$ cat config.mk
export PLATFORM = sky130hd
export DESIGN_NAME = custom_logic_unit
export DESIGN_NICKNAME = d
export VERILOG_FILES = /design/src/cl_pkg.sv /design/src/table_cond.sv /design/src/seq_unit.sv /design/src/custom_logic_unit.sv
export SDC_FILE = /design/constraint.sdc
export NUM_CORES = 1
export LEC_CHECK = 0
export BUFFER_PORTS_ARGS = -buffer_cell sky130_fd_sc_hd__buf_2
export CORE_ASPECT_RATIO = 2
export CORE_MARGIN = 2
export CORE_UTILIZATION = 61
export CTS_CLUSTER_SIZE = 28
export DETAILED_ROUTE_END_ITERATION = 12
export HOLD_SLACK_MARGIN = 0.06
export PLACE_DENSITY = 0.92
export SYNTH_ARGS = -nofsm -noshare
export SYNTH_HDL_FRONTEND = slang
export SYNTH_SLANG_ARGS = --single-unit
$ cat constraint.sdc
create_clock -name core_clk_i -period 10 [get_ports core_clk_i]
set_input_delay 1 -clock core_clk_i [delete_from_list [all_inputs] [get_ports core_clk_i]]
set_output_delay 1 -clock core_clk_i [all_outputs]
set_load 0.01 [all_outputs]
$ cat src/cl_pkg.sv
// Constants, encodings and carrier types of the custom logic unit.
package cl_pkg;
   localparam int NUM_TABLES = 4;
   localparam int ADDR_W = 5;
   localparam int DATA_W = 8;
   localparam int FILTER_LEN = 4;
   localparam logic [4:0] OFF_MAIN = 5'h00;
   localparam logic [4:0] OFF_SEQ_A = 5'h01;
   localparam logic [4:0] OFF_SEQ_B = 5'h02;
   localparam logic [4:0] OFF_SENSE = 5'h05;
   localparam logic [4:0] OFF_FLAGS = 5'h07;
   localparam logic [4:0] OFF_TABLE_FIRST = 5'h08;
   localparam logic [4:0] OFF_TABLE_LAST = 5'h17;
   localparam logic [2:0] TABLE_INDEX_BASE = 3'h2;
   localparam logic [1:0] SUB_CTRL_FIRST = 2'h0;
   localparam logic [1:0] SUB_INPUT_LOW = 2'h1;
   localparam logic [1:0] SUB_INPUT_HIGH = 2'h2;
   localparam logic [1:0] SUB_TRUTH = 2'h3;
   localparam int MAIN_ENABLE_BIT = 0;
   localparam int MAIN_KEEP_BIT = 6;
   localparam logic [7:0] MAIN_READ_MASK = 8'h41;
   localparam int TC_ENABLE_BIT = 0;
   localparam int TC_CLK_LSB = 1;
   localparam int TC_COND_LSB = 4;
   localparam int TC_DRIVE_BIT = 6;
   localparam int TC_EDGE_BIT = 7;
   localparam int SEL_LOW_LSB = 0;
   localparam int SEL_HIGH_LSB = 4;
   localparam logic [7:0] RESET_BYTE = 8'h00;
   typedef enum logic [3:0] {
      SEQ_OFF = 4'h0, SEQ_DFF = 4'h1, SEQ_JK = 4'h2,
      SEQ_DLATCH = 4'h3, SEQ_RS = 4'h4
   } seq_mode_type;
   typedef enum logic [1:0] {
      SENSE_OFF = 2'h0, SENSE_RISE = 2'h1, SENSE_FALL = 2'h2,
      SENSE_BOTH = 2'h3
   } sense_type;
   typedef enum logic [1:0] {
      COND_NONE = 2'h0, COND_SYNC = 2'h1, COND_FILTER = 2'h2
   } cond_type;
   typedef enum logic [2:0] {
      CLK_PERIPH = 3'h0, CLK_IN2 = 3'h1, CLK_FAST = 3'h4,
      CLK_SLOW = 3'h5, CLK_DIV_SLOW = 3'h6
   } clk_src_type;
   typedef enum logic [3:0] {
      IN_MASK = 4'h0, IN_FEEDBACK = 4'h1, IN_LINK = 4'h2,
      IN_EVENT_A = 4'h3, IN_EVENT_B = 4'h4, IN_PIN = 4'h5,
      IN_COMP = 4'h6, IN_SERIAL = 4'h8, IN_SPI = 4'h9,
      IN_TIMER_A = 4'ha, IN_TIMER_B = 4'hc
   } in_src_type;
   typedef struct packed {
      logic [4:0] addr;
      logic [7:0] wdata;
      logic wr;
      logic rd;
   } reg_req_type;
   typedef struct packed {
      logic [3:0] event_a;
      logic [3:0] event_b;
      logic [11:0] pin;
      logic comp;
      logic [2:0] serial_tx;
      logic spi_mosi;
      logic spi_sck;
      logic [2:0] timer_a;
      logic [2:0] timer_b;
      logic fast_osc;
      logic slow_osc;
      logic div_slow_osc;
   } src_pins_type;
endpackage : cl_pkg

$ cat src/table_cond.sv
// Output conditioning of one table: synchronizer, filter, edge detector.
`timescale 1ns/1ns
module table_cond #(
   parameter int FILT_LEN = cl_pkg::FILTER_LEN
) (
   input wire logic clk_i,       // Core clock
   input wire logic rst_n_i,     // Synchronised reset, active low
   input wire logic raw_i,       // Registered truth output
   input wire logic tick_i,      // Table clock tick
   input wire logic [1:0] mode_i, // Conditioning select
   input wire logic edge_en_i,   // Edge detector enable
   output logic cond_o           // Conditioned output
);
   logic [1:0] stage_r;
   logic [FILT_LEN-1:0] filt_r;
   logic level_r;
   logic level_nxt;
   logic edge_prev_r;
   logic sel;
   // Sample chains advance only on the table clock tick
   always_ff @(posedge clk_i or negedge rst_n_i) begin
      if (!rst_n_i) begin
         stage_r <= 2'h0;
         filt_r <= '0;
      end else if (tick_i) begin
         stage_r <= {stage_r[0], raw_i};
         filt_r <= {filt_r[FILT_LEN-2:0], raw_i};
      end
   end
   // Filter changes level only after a full run of equal samples
   always_comb begin
      level_nxt = level_r;
      if (&filt_r) level_nxt = 1'b1;
      if (~|filt_r) level_nxt = 1'b0;
   end
   always_ff @(posedge clk_i or negedge rst_n_i) begin
      if (!rst_n_i) level_r <= 1'b0;
      else level_r <= level_nxt;
   end
   // Reserved select falls back to the raw path
   always_comb begin
      unique case (cl_pkg::cond_type'(mode_i))
         cl_pkg::COND_SYNC: sel = stage_r[1];
         cl_pkg::COND_FILTER: sel = level_r;
         default: sel = raw_i;
      endcase
   end
   // Edge memory follows the table clock so a pulse spans one tick
   always_ff @(posedge clk_i or negedge rst_n_i) begin
      if (!rst_n_i) edge_prev_r <= 1'b0;
      else if (tick_i) edge_prev_r <= sel;
   end
   always_ff @(posedge clk_i or negedge rst_n_i) begin
      if (!rst_n_i) cond_o <= 1'b0;
      else cond_o <= edge_en_i ? (sel & ~edge_prev_r) : sel;
   end
endmodule : table_cond

$ cat src/seq_unit.sv
// Shared flip-flop or latch sequencer of one table pair.
`timescale 1ns/1ns
module seq_unit (
   input wire logic clk_i,        // Core clock
   input wire logic rst_n_i,      // Synchronised reset, active low
   input wire logic [3:0] mode_i, // Sequencer select
   input wire logic tick_i,       // Even table clock tick
   input wire logic even_i,       // Even table output
   input wire logic odd_i,        // Odd table output
   output logic q_o               // Sequencer state
);
   // Latches follow every core cycle, flip-flops only the even tick
   always_ff @(posedge clk_i or negedge rst_n_i) begin
      if (!rst_n_i) begin
         q_o <= 1'b0;
      end else begin
         case (cl_pkg::seq_mode_type'(mode_i))
            cl_pkg::SEQ_DFF: begin
               if (tick_i && odd_i) q_o <= even_i;
            end
            cl_pkg::SEQ_JK: begin
               if (tick_i) begin
                  if (even_i && odd_i) q_o <= ~q_o;
                  else if (even_i) q_o <= 1'b1;
                  else if (odd_i) q_o <= 1'b0;
               end
            end
            cl_pkg::SEQ_DLATCH: begin
               if (odd_i) q_o <= even_i;
            end
            cl_pkg::SEQ_RS: begin
               if (even_i) q_o <= 1'b1;
               else if (odd_i) q_o <= 1'b0;
            end
            default: q_o <= 1'b0; // Off and reserved codes
         endcase
      end
   end
endmodule : seq_unit

$ cat src/custom_logic_unit.sv
// Top of the custom logic unit: registers, tables, flags and pins.
//
// Local design decision: the address-and-strobe port.
`timescale 1ns/1ns
module custom_logic_unit (
   input wire logic core_clk_i,              // Core clock, 20 MHz
   input wire logic arst_n_i,                // Async reset, active low
   input cl_pkg::reg_req_type bus_i,         // Register request
   output logic [7:0] rd_data_o,             // Read data, next cycle
   input cl_pkg::src_pins_type src_i,        // Asynchronous sources
   input wire logic standby_i,               // Standby sleep active
   output logic [3:0] table_output_o,        // Table outputs and events
   output logic [3:0] pin_drive_o,           // Pin output enables
   output logic clock_keep_req_o,            // Keep peripheral clock
   output logic irq_o                        // Interrupt request
);
   localparam int NT = cl_pkg::NUM_TABLES;

   logic [1:0] rst_sync_r;
   logic rst_n;
   cl_pkg::src_pins_type src_meta_r;
   cl_pkg::src_pins_type src_r;
   logic [7:0] main_r;
   logic [3:0] seq_a_r;
   logic [3:0] seq_b_r;
   logic [7:0] sense_r;
   logic [3:0] flags_r;
   logic [7:0] ctrl_first_r [NT];
   logic [7:0] ctrl_in_low_r [NT];
   logic [3:0] ctrl_in_high_r [NT];
   logic [7:0] truth_r [NT];
   logic [7:0] rd_data_r;
   logic [NT-1:0] raw_r;
   logic [NT-1:0] cond_w;
   logic [NT-1:0] pre_w;
   logic [NT-1:0] out_r;
   logic [NT-1:0] out_prev_r;
   logic [NT-1:0] tick_w;
   logic [NT-1:0] forced_w;
   logic [NT-1:0] hit_w;
   logic [NT-1:0] needs_clk_w;
   logic [NT-1:0] in2_prev_r;
   logic [2:0] osc_prev_r;
   logic [1:0] seq_q_w;
   logic [1:0] seq_on_w;
   logic unit_on;
   logic keep_clk;
   logic table_hit;
   logic [1:0] table_sub;
   logic [1:0] table_idx;
   logic wr_open;
   logic [3:0] flag_clear;

   // Reset release passes two flops so every domain sees a clean edge
   always_ff @(posedge core_clk_i or negedge arst_n_i) begin
      if (!arst_n_i) rst_sync_r <= 2'h0;
      else rst_sync_r <= {rst_sync_r[0], 1'b1};
   end
   assign rst_n = rst_sync_r[1];

   // Every outside source is brought in through two flops
   always_ff @(posedge core_clk_i or negedge rst_n) begin
      if (!rst_n) begin
         src_meta_r <= '0;
         src_r <= '0;
      end else begin
         src_meta_r <= src_i;
         src_r <= src_meta_r;
      end
   end

   assign unit_on = main_r[cl_pkg::MAIN_ENABLE_BIT];
   assign keep_clk = main_r[cl_pkg::MAIN_KEEP_BIT];

   // Decode of the per-table register block
   assign table_hit = (bus_i.addr >= cl_pkg::OFF_TABLE_FIRST) &&
                      (bus_i.addr <= cl_pkg::OFF_TABLE_LAST);
   assign table_sub = bus_i.addr[1:0];
   assign table_idx = 2'(bus_i.addr[4:2] - cl_pkg::TABLE_INDEX_BASE);
   // Protected registers only open while the unit is off; changing
   // clocks or sequencers on a running unit gives undefined outputs
   assign wr_open = bus_i.wr && !unit_on;
   assign flag_clear = (bus_i.wr && bus_i.addr == cl_pkg::OFF_FLAGS) ?
                       bus_i.wdata[3:0] : 4'h0;

   // Main control and sense control are always writable
   always_ff @(posedge core_clk_i or negedge rst_n) begin
      if (!rst_n) begin
         main_r <= cl_pkg::RESET_BYTE;
         sense_r <= cl_pkg::RESET_BYTE;
      end else if (bus_i.wr) begin
         if (bus_i.addr == cl_pkg::OFF_MAIN)
            main_r <= bus_i.wdata & cl_pkg::MAIN_READ_MASK;
         if (bus_i.addr == cl_pkg::OFF_SENSE)
            sense_r <= bus_i.wdata;
      end
   end

   // Sequencer selectors of both pairs
   always_ff @(posedge core_clk_i or negedge rst_n) begin
      if (!rst_n) begin
         seq_a_r <= 4'h0;
         seq_b_r <= 4'h0;
      end else if (wr_open) begin
         if (bus_i.addr == cl_pkg::OFF_SEQ_A)
            seq_a_r <= bus_i.wdata[3:0];
         if (bus_i.addr == cl_pkg::OFF_SEQ_B)
            seq_b_r <= bus_i.wdata[3:0];
      end
   end

   // Per-table control, input selects and truth bytes
   always_ff @(posedge core_clk_i or negedge rst_n) begin
      if (!rst_n) begin
         for (int i = 0; i < NT; i++) begin
            ctrl_first_r[i] <= cl_pkg::RESET_BYTE;
            ctrl_in_low_r[i] <= cl_pkg::RESET_BYTE;
            ctrl_in_high_r[i] <= 4'h0;
            truth_r[i] <= cl_pkg::RESET_BYTE;
         end
      end else if (wr_open && table_hit) begin
         unique case (table_sub)
            cl_pkg::SUB_CTRL_FIRST: ctrl_first_r[table_idx] <= bus_i.wdata;
            cl_pkg::SUB_INPUT_LOW: ctrl_in_low_r[table_idx] <= bus_i.wdata;
            cl_pkg::SUB_INPUT_HIGH:
               ctrl_in_high_r[table_idx] <= bus_i.wdata[3:0];
            cl_pkg::SUB_TRUTH: truth_r[table_idx] <= bus_i.wdata;
         endcase
      end
   end

   // Read data live one cycle after the strobe and read zero otherwise
   always_ff @(posedge core_clk_i or negedge rst_n) begin
      if (!rst_n) begin
         rd_data_r <= 8'h00;
      end else if (!bus_i.rd) begin
         rd_data_r <= 8'h00;
      end else if (table_hit) begin
         unique case (table_sub)
            cl_pkg::SUB_CTRL_FIRST: rd_data_r <= ctrl_first_r[table_idx];
            cl_pkg::SUB_INPUT_LOW: rd_data_r <= ctrl_in_low_r[table_idx];
            cl_pkg::SUB_INPUT_HIGH:
               rd_data_r <= {4'h0, ctrl_in_high_r[table_idx]};
            cl_pkg::SUB_TRUTH: rd_data_r <= truth_r[table_idx];
         endcase
      end else begin
         case (bus_i.addr)
            cl_pkg::OFF_MAIN: rd_data_r <= main_r;
            cl_pkg::OFF_SEQ_A: rd_data_r <= {4'h0, seq_a_r};
            cl_pkg::OFF_SEQ_B: rd_data_r <= {4'h0, seq_b_r};
            cl_pkg::OFF_SENSE: rd_data_r <= sense_r;
            cl_pkg::OFF_FLAGS: rd_data_r <= {4'h0, flags_r};
            default: rd_data_r <= 8'h00; // Unmapped and reserved
         endcase
      end
   end
   assign rd_data_o = rd_data_r;

   // Picks one table input; serial and timer lines follow input index
   function automatic logic pick_input(
      input logic [3:0] sel,
      input int x,
      input int n,
      input logic fb,
      input logic link,
      input cl_pkg::src_pins_type s
   );
      logic v;
      v = 1'b0;
      case (cl_pkg::in_src_type'(sel))
         cl_pkg::IN_FEEDBACK: v = fb;
         cl_pkg::IN_LINK: v = link;
         cl_pkg::IN_EVENT_A: v = s.event_a[n];
         cl_pkg::IN_EVENT_B: v = s.event_b[n];
         cl_pkg::IN_PIN: v = s.pin[n*3+x];
         cl_pkg::IN_COMP: v = s.comp;
         cl_pkg::IN_SERIAL: v = s.serial_tx[x];
         cl_pkg::IN_SPI: v = (x == 2) ? s.spi_sck : s.spi_mosi;
         cl_pkg::IN_TIMER_A: v = s.timer_a[x];
         cl_pkg::IN_TIMER_B: v = s.timer_b[x];
         default: v = 1'b0; // Masked and reserved
      endcase
      return v;
   endfunction : pick_input

   // Oscillator inputs turn into one-cycle ticks on their rising edge
   always_ff @(posedge core_clk_i or negedge rst_n) begin
      if (!rst_n) osc_prev_r <= 3'h0;
      else osc_prev_r <= {src_r.div_slow_osc, src_r.slow_osc,
                          src_r.fast_osc};
   end

   // Sequencers of both pairs
   for (genvar p = 0; p < 2; p++) begin : g_pair
      logic [3:0] mode;
      assign mode = (p == 0) ? seq_a_r : seq_b_r;
      assign seq_on_w[p] = (mode != 4'h0);
      seq_unit u_seq (
         .clk_i(core_clk_i),
         .rst_n_i(rst_n),
         .mode_i(mode),
         .tick_i(tick_w[2*p]),
         .even_i(cond_w[2*p]),
         .odd_i(cond_w[2*p+1]),
         .q_o(seq_q_w[p])
      );
   end

   // One lookup table with its inputs, clock, conditioning and flag
   for (genvar n = 0; n < NT; n++) begin : g_table
      logic [7:0] ca;
      logic [2:0] idx;
      logic fb;
      logic link;
      logic active;
      logic rise;
      logic fall;
      logic [2:0] src;
      assign ca = ctrl_first_r[n];
      assign src = ca[cl_pkg::TC_CLK_LSB +: 3];
      assign active = unit_on && ca[cl_pkg::TC_ENABLE_BIT];
      // Feedback comes from the registered output to break loops
      assign fb = seq_on_w[n/2] ? seq_q_w[n/2] : out_r[n];
      assign link = out_r[(n+1)%NT];
      assign idx[0] = pick_input(ctrl_in_low_r[n][cl_pkg::SEL_LOW_LSB +: 4],
                                 0, n, fb, link, src_r);
      assign idx[1] = pick_input(ctrl_in_low_r[n][cl_pkg::SEL_HIGH_LSB +: 4],
                                 1, n, fb, link, src_r);
      assign idx[2] = pick_input(ctrl_in_high_r[n], 2, n, fb, link, src_r);

      // Truth byte lookup, registered to cut combinational chains
      always_ff @(posedge core_clk_i or negedge rst_n) begin
         if (!rst_n) raw_r[n] <= 1'b0;
         else raw_r[n] <= active && truth_r[n][idx];
      end

      // Input 2 edges are taken from the value the table already uses
      always_ff @(posedge core_clk_i or negedge rst_n) begin
         if (!rst_n) in2_prev_r[n] <= 1'b0;
         else in2_prev_r[n] <= idx[2];
      end

      // Clock source becomes a tick; reserved codes stop the clock
      always_comb begin
         unique case (cl_pkg::clk_src_type'(src))
            cl_pkg::CLK_PERIPH: tick_w[n] = 1'b1;
            cl_pkg::CLK_IN2: tick_w[n] = idx[2] & ~in2_prev_r[n];
            cl_pkg::CLK_FAST:
               tick_w[n] = src_r.fast_osc & ~osc_prev_r[0];
            cl_pkg::CLK_SLOW:
               tick_w[n] = src_r.slow_osc & ~osc_prev_r[1];
            cl_pkg::CLK_DIV_SLOW:
               tick_w[n] = src_r.div_slow_osc & ~osc_prev_r[2];
            default: tick_w[n] = 1'b0;
         endcase
      end

      table_cond u_cond (
         .clk_i(core_clk_i),
         .rst_n_i(rst_n),
         .raw_i(raw_r[n]),
         .tick_i(tick_w[n]),
         .mode_i(ca[cl_pkg::TC_COND_LSB +: 2]),
         .edge_en_i(ca[cl_pkg::TC_EDGE_BIT]),
         .cond_o(cond_w[n])
      );

      // The even table of a pair carries the sequencer result
      assign pre_w[n] = ((n % 2 == 0) && seq_on_w[n/2]) ?
                        seq_q_w[n/2] : cond_w[n];

      // Clocked stages lose their clock in standby without retention
      assign needs_clk_w[n] = active &&
         (ca[cl_pkg::TC_COND_LSB +: 2] != 2'h0 ||
          ca[cl_pkg::TC_EDGE_BIT] || seq_on_w[n/2]);
      assign forced_w[n] = standby_i && !keep_clk && needs_clk_w[n];

      always_ff @(posedge core_clk_i or negedge rst_n) begin
         if (!rst_n) begin
            out_r[n] <= 1'b0;
            out_prev_r[n] <= 1'b0;
         end else begin
            out_r[n] <= forced_w[n] ? 1'b0 : pre_w[n];
            out_prev_r[n] <= out_r[n];
         end
      end

      // Output edges matched against the sense mode
      assign rise = out_r[n] & ~out_prev_r[n];
      assign fall = ~out_r[n] & out_prev_r[n];
      always_comb begin
         unique case (cl_pkg::sense_type'(sense_r[2*n +: 2]))
            cl_pkg::SENSE_OFF: hit_w[n] = 1'b0;
            cl_pkg::SENSE_RISE: hit_w[n] = rise;
            cl_pkg::SENSE_FALL: hit_w[n] = fall;
            cl_pkg::SENSE_BOTH: hit_w[n] = rise | fall;
         endcase
      end

      assign table_output_o[n] = out_r[n];
      // Pin driven while enabled, overriding the port setup
      assign pin_drive_o[n] = active && ca[cl_pkg::TC_DRIVE_BIT];
   end

   // Flags: a new edge in the clearing cycle keeps its flag
   always_ff @(posedge core_clk_i or negedge rst_n) begin
      if (!rst_n) flags_r <= 4'h0;
      else flags_r <= (flags_r & ~flag_clear) | hit_w;
   end

   // Sense off never sets a flag, so any set flag is an enabled one
   always_ff @(posedge core_clk_i or negedge rst_n) begin
      if (!rst_n) irq_o <= 1'b0;
      else irq_o <= |((flags_r & ~flag_clear) | hit_w);
   end

   // Clock request in standby with keep set while any active table has a clocked stage, whatever its clock source
   always_ff @(posedge core_clk_i or negedge rst_n) begin
      if (!rst_n) clock_keep_req_o <= 1'b0;
      else clock_keep_req_o <= keep_clk && standby_i &&
                               (|needs_clk_w);
   end
endmodule : custom_logic_unit

* After elaboration in Yosys (flattened, before gate mapping)
Cells that the tools add are included.
** Word-level totals
- Register bits after elaboration :: 273
- Input port bits :: 53
- Output and inout bits :: 18
- Word-level logic and storage cells :: 497
** Operators by class
- $add $sub $neg :: 1
- Bitwise operators :: 48
- Reduce and logical (&&, ||, !) cells :: 78
- Muxes and demuxes :: 93
- Equal/unequal tests :: 181
- Order comparisons :: 8
** Operators with widths (number)
- $eq A4 B4 Y1 const B :: 48
- $eq A4 B3 Y1 const B :: 38
- $pmux W1 S10 :: 12
- $eq A4 B2 Y1 const B :: 28
- $bwmux W32 :: 3
- $mux W8 :: 9
- $eq A4 B1 Y1 const B :: 14
- $bmux W8 S2 :: 3
- $pmux W8 S5 :: 1
- $mux W1 :: 38
- $eq A3 B3 Y1 const B :: 12
- $logic_and A1 B1 Y1 :: 32
- $pmux W8 S4 :: 1
- $eq A2 B2 Y1 const B :: 14
- $pmux W1 S4 :: 6
- $reduce_or A4 Y1 :: 6
- $not A1 Y1 :: 21
- $ne A2 B1 Y1 const B :: 10
- $pmux W1 S5 :: 4
- $and A1 B1 Y1 :: 19
- $eq A2 B1 Y1 const B :: 9
- $bwmux W16 :: 1
- $demux W8 S2 :: 1
- $lt A3 B4 Y1 const B :: 4
- other kinds (29) :: 75

* Logic depth before layout (Yosys ltp)
- Depth after elaboration :: 8
- Gate-level depth with buffers :: 9
- Gate-level depth less buffers :: 8

* Modules after synthesis
From an unflattened synthesis, not the netlist that was laid out.
** Unflattened totals
- Cells, all modules :: 984
- Area, all modules :: 12582.1 um2
** By module, submodules not included
- custom_logic_unit :: cells an instance 860, times used 1, area an instance 11103.1 um2, seq. area each 5880.6 um2
- table_cond :: cells an instance 26, times used 4, area an instance 324.1 um2, seq. area each 175.2 um2
- seq_unit :: cells an instance 10, times used 2, area an instance 91.3 um2, seq. area each 25.0 um2

* Worst setup path after synthesis
No wires, ideal clock.
- Kind :: in2reg
- Start :: in bus_i[13] (netlist name)
- End :: reg rd_data_r[2] (netlist: rd_data_o[2])
- Cell stages on the path :: 7
- Setup time :: 0.130 ns
- Setup slack :: 7.116 ns
- Arrival time :: 2.754 ns
- Cell sequence :: buf_2 buf_2 clkbuf_1 mux4_2 mux4_2 nand2_1 a31oi_1
** On the way
- Word-level cells in the longest chain between the ends :: 8
- Elaborated cells between the ends (all ways) :: 26
- Classes of those cells :: 1 x add/sub; 2 x order compare; 4 x eq/ne; 16 x mux; 1 x bitwise; 2 x reduce/logical
** Ends and longest elaborated chain
- start, declared :: line custom_logic_unit.sv:8 : input cl_pkg::reg_req_type bus_i,
- $sub A2 B2 Y2 :: line custom_logic_unit.sv:79 : assign table_idx = 2'(bus_i.addr[4:2] - cl_pkg::TABLE_INDEX_BASE);
- $not A2 Y3 (not written as such)
- $bmux W8 S2, or another cell as far along :: line custom_logic_unit.sv:144 : cl_pkg::SUB_TRUTH: rd_data_r <= truth_r[table_idx];
- $mux W8 (not written as such), or another cell as far along (2 in a row) :: line custom_logic_unit.sv:144
- $pmux W8 S4 :: line custom_logic_unit.sv:139 : unique case (table_sub)
- $mux W8 (*) :: line custom_logic_unit.sv:138 : end else if (table_hit) begin
- $mux W8 (*) :: line custom_logic_unit.sv:136 : end else if (!bus_i.rd) begin
- end signal, assigned :: line custom_logic_unit.sv:140 : cl_pkg::SUB_CTRL_FIRST: rd_data_r <= ctrl_first_r[table_idx];
- end signal, assigned :: line custom_logic_unit.sv:141 : cl_pkg::SUB_INPUT_LOW: rd_data_r <= ctrl_in_low_r[table_idx];
- end signal, assigned :: line custom_logic_unit.sv:144
- end, declared :: line custom_logic_unit.sv:32 : logic [7:0] rd_data_r;
Mark *: on every way between the ends. The rest lies on a longest branch, timed or not. The select of a mux whose other input is x is not followed.
A chain may end at the register's enable or synchronous reset.

* Worst setup path after layout
- Start :: reg seq_b_r[0] (netlist: g_pair[1].mode[0])
- End :: reg raw_r[3]
** On the way
- Word-level cells in the longest chain between the ends :: 6
- Elaborated cells between the ends (all ways) :: 8
- Classes of those cells :: 6 x mux; 2 x reduce/logical
** Ends and longest elaborated chain
- start, declared :: line custom_logic_unit.sv:25 : logic [3:0] seq_b_r;
- start signal, assigned :: line custom_logic_unit.sv:108 : seq_b_r <= bus_i.wdata[3:0];
- $reduce_bool A4 Y1 :: line custom_logic_unit.sv:197 : assign seq_on_w[p] = (mode != 4'h0);
- $mux W1 :: line custom_logic_unit.sv:223 : assign fb = seq_on_w[n/2] ? seq_q_w[n/2] : out_r[n];
- $pmux W1 S10 :: line custom_logic_unit.sv:170 : case (cl_pkg::in_src_type'(sel))
- named net g_table[3].idx[2] :: line custom_logic_unit.sv:212 : logic [2:0] idx;
- $bmux W1 S3 :: line custom_logic_unit.sv:234 : else raw_r[n] <= active && truth_r[n][idx];
- $mux W1 (not written as such) :: line custom_logic_unit.sv:234
- $logic_and A1 B1 Y1 :: line custom_logic_unit.sv:234
- end signal, assigned by index :: line custom_logic_unit.sv:234
- end, declared :: line custom_logic_unit.sv:33 : logic [NT-1:0] raw_r;
The timed path passes the listed nets, and every way through them passes these cells. The select of a mux whose other input is x is not followed.

==> impl_metrics.env <==
export IMPL_diodes=0
export IMPL_firstDrtPassIters=5
export IMPL_grt_pass1_vias=9654
export IMPL_final_hold_viol_count=0
export IMPL_endpoint_kind="flip-flop"
export IMPL_p_leak_uw=0.00621
export IMPL_drcViolationCount=0
export IMPL_max_slew_margin_pct=18.2
export IMPL_ant_nets=0
export IMPL_clock_latency_ps=530
export IMPL_ctsResizeCount=0
export IMPL_yosysSeqAreaShare_pct=52.0
export IMPL_critical_path_class="flip-flop to flip-flop"
export IMPL_initialDrtViolationCount=794
export IMPL_syn_area_per_cell_sq_um=12.6
export IMPL_port_buffers=70
export IMPL_dominantRegCellSynth="dfrtp_1"
export IMPL_grt_max_degree=191
export IMPL_period_share_pct=37.0
export IMPL_die_h_microns=209
export IMPL_slew_violations=0
export IMPL_row_count=74
export IMPL_cts_sinks=265
export IMPL_setup_viol=0
export IMPL_antenna_found_initial=0
export IMPL_clk_path_buf_depth=3
export IMPL_max_freq_mhz=270
export IMPL_ys_ff_latch=265
export IMPL_async_flop_share_pct=100
export IMPL_die_w_microns=106
export IMPL_pin_count=71
export IMPL_start_util_pct=62.4
export IMPL_core_sq_um=20500
export IMPL_syn_inst=1014
export IMPL_fillers=1438
export IMPL_syn_to_final_growth_pct=9.43
export IMPL_fin_setup_tns_ps=0
export IMPL_post_cts_buffers=0
export IMPL_tightest_slew_ps=1220
export IMPL_nNetsFinal=1128
export IMPL_power_density_nw_per_um2=232
export IMPL_overflow=0
export IMPL_arrival_ps=4020
export IMPL_fin_hold_ws_ps=237
export IMPL_synthTopCellsByCount="265 x dfrtp_1, 116 x mux2_2, 46 x nand2_1"
export IMPL_postCtsHoldBufs=0
export IMPL_synth_largest_area_cell="dfrtp_1"
export IMPL_cts_max_level=1
export IMPL_via_per_inst=6.85
export IMPL_synth_edf_count=0
export IMPL_peakVddDrop_uv=136
export IMPL_finClkSkew_ps=15.0
export IMPL_dieArea_sq_um=22200
export IMPL_gp_congestion=1.05
export IMPL_cts_buffers=23
export IMPL_max_cap_viol_count=0
export IMPL_hold_class="primary input to asynchronous set/reset pin"
export IMPL_cp_required_ps=10310
export IMPL_cp_max_fo=9
export IMPL_startpoint_type="flip-flop"
export IMPL_synth_yosys_warnings=0
export IMPL_rsz0062_at_grt="false"
export IMPL_root_buffer="clkbuf_16"
export IMPL_vias=9157
export IMPL_synth_nets=1087
export IMPL_ys_types=85
export IMPL_synthTopCellsByArea="dfrtp_1 52%, mux2_2 10%, mux4_2 5.6%, mux2_1 3.7%, mux2i_1 3.5%"
export IMPL_cts_tree="built"
export IMPL_grt_pass1_wl_microns=52600
export IMPL_synth_area_sq_um=12800
export IMPL_grt_use_total_pct=31.5
export IMPL_period_needed_ps=3700
export IMPL_synth_most_common_cell="dfrtp_1"
export IMPL_status="finished clean"
export IMPL_hpwl_microns=23300
export IMPL_yosysTopAreaCellShare_pct=52.0
export IMPL_clk_pin_slew_ps=70
export IMPL_drive_gt1_share_pct=26.0
export IMPL_wl_microns=33800
export IMPL_wl_per_cell_microns=25.2
==> flip-flops by register name, summed over array words and instances, names as in the netlist, 3 cells and up <==
register / flops
src_r: 35
raw_r: 4
ctrl_in_low_r: 32
g_table.u_cond.filt_r: 16
src_meta_r: 35
g_table.link: 4
g_table.ca: 32
in2_prev_r: 4
sense_r: 8
flags_r: 4
g_table.u_cond.edge_prev_r: 4
osc_prev_r: 3
ctrl_in_high_r: 16
g_pair.mode: 8
out_prev_r: 4
g_table.u_cond.cond_o: 4
g_table.u_cond.level_r: 4
truth_r: 32
rd_data_o: 8
==> through the flow <==
stage | area, sq um | total power, uW | util [%] | worst slack, ps | instances
after floorplan | 12800 | 2050 | - | 2070 | 1014
after global placement | 13200 | 2290 | 64.6 | 6330 | 1296
after detailed placement | 13200 | 2330 | 64.6 | 6270 | 1296
after CTS | 14000 | 3220 | 68.2 | 6760 | 1337
after global routing | 14000 | 3380 | 68.2 | 6250 | 1337
final | 14000 | 3250 | 68.2 | 6300 | 1337
==> where the power goes <==
part           internal [uW]  switching (uW)  total [uW]
combinational            392             405         797
sequential              1260             301        1560
clock                    493             392         885
total                   2150            1100        3250
==> critical path: stages (launching register included) <==
cell and delay, ps:
dfrtp_1 480, nor4_4 790, a211oi_1 200, o21ai_1 210
o211ai_2 270, inv_2 230, mux2_2 350, o31ai_1 960
==> layer usage <==
metal / vias to the layer above / part of all wire, % / track usage (%)
met5: - / 0 / 0
met4: 0 / 11 / 27.6
met3: 224 / 7.8 / 5.48
met2: 590 / 51 / 53.9
met1: 4515 / 30 / 32.5
li1: 3828 / - / -
==> logic make-up after synthesis <==
| family | count (synthesis) | share of synthesized area (%) |
|---|---|---|
| compound gates | 177 | 9.83 |
| xor+xnor | 1 | 0.127 |
| fa+ha+maj | 20 | 1.96 |
| buf+inv | 100 | 3.24 |
| flops | 265 | 52.0 |
| mux | 234 | 23.0 |
| other cells | 1 | 0.0294 |
| simple gates | 216 | 9.81 |
==> layout by cell type (no fill, tap or decap), types with 4 or more instances in the layout <==
cell type and count:
a21boi_0 5, mux2i_1 44, a221o_1 4, mux2_2 116, nor4bb_1 7, nor4_1 5, a31oi_1 15, buf_2 70
o21ai_1 6, a21oi_1 41, dfrtp_1 264, nand3b_1 17, mux4_2 32, nor3_1 13, nor4b_1 4, o22ai_1 4
nor2_1 38, and3_1 8, ha_1 20, a211oi_1 5, or3_1 6, o21ai_0 25, a22oi_1 16, nor2b_1 9
inv_1 43, clkinv_2 6, nand2b_1 15, nand2_1 46, nand3_1 18, nor3b_1 6, o31a_1 5, clkbuf_16 23
clkbuf_1 5, o21a_1 5, mux2_1 42
==> cell type report <==
| cell class | count | area [sq um] | share of cell area [%] |
|---|---|---|---|
| Clock inverter | 11 | 115 | 0.824 |
| Timing Repair Buffer | 72 | 378 | 2.71 |
| Clock buffer | 30 | 622 | 4.45 |
| Multi-Input combinational cell | 649 | 5720 | 40.9 |
| Sequential cell | 265 | 6640 | 47.5 |
| Tap cell | 266 | 333 | 2.38 |
| Inverter | 44 | 165 | 1.18 |
==> worst paths after layout <==
kind | start | end | slack, ps | cells after the start
min reg2reg | src_meta_r[8] | src_r[8] | 350 | 0
max in group asynchronous | rst_sync_r[1] | src_meta_r[24] | 7870 | 1
min | arst_n_i | rst_sync_r[1] | 240 | 1
min in group core_clk_i | src_meta_r[8] | src_r[8] | 350 | 0
max reg2reg | g_pair[1].mode[0] | raw_r[3] | 6300 | 7
max | g_pair[1].mode[0] | raw_r[3] | 6300 | 7
No activity file was read; power rests on OpenSTA's default activity.
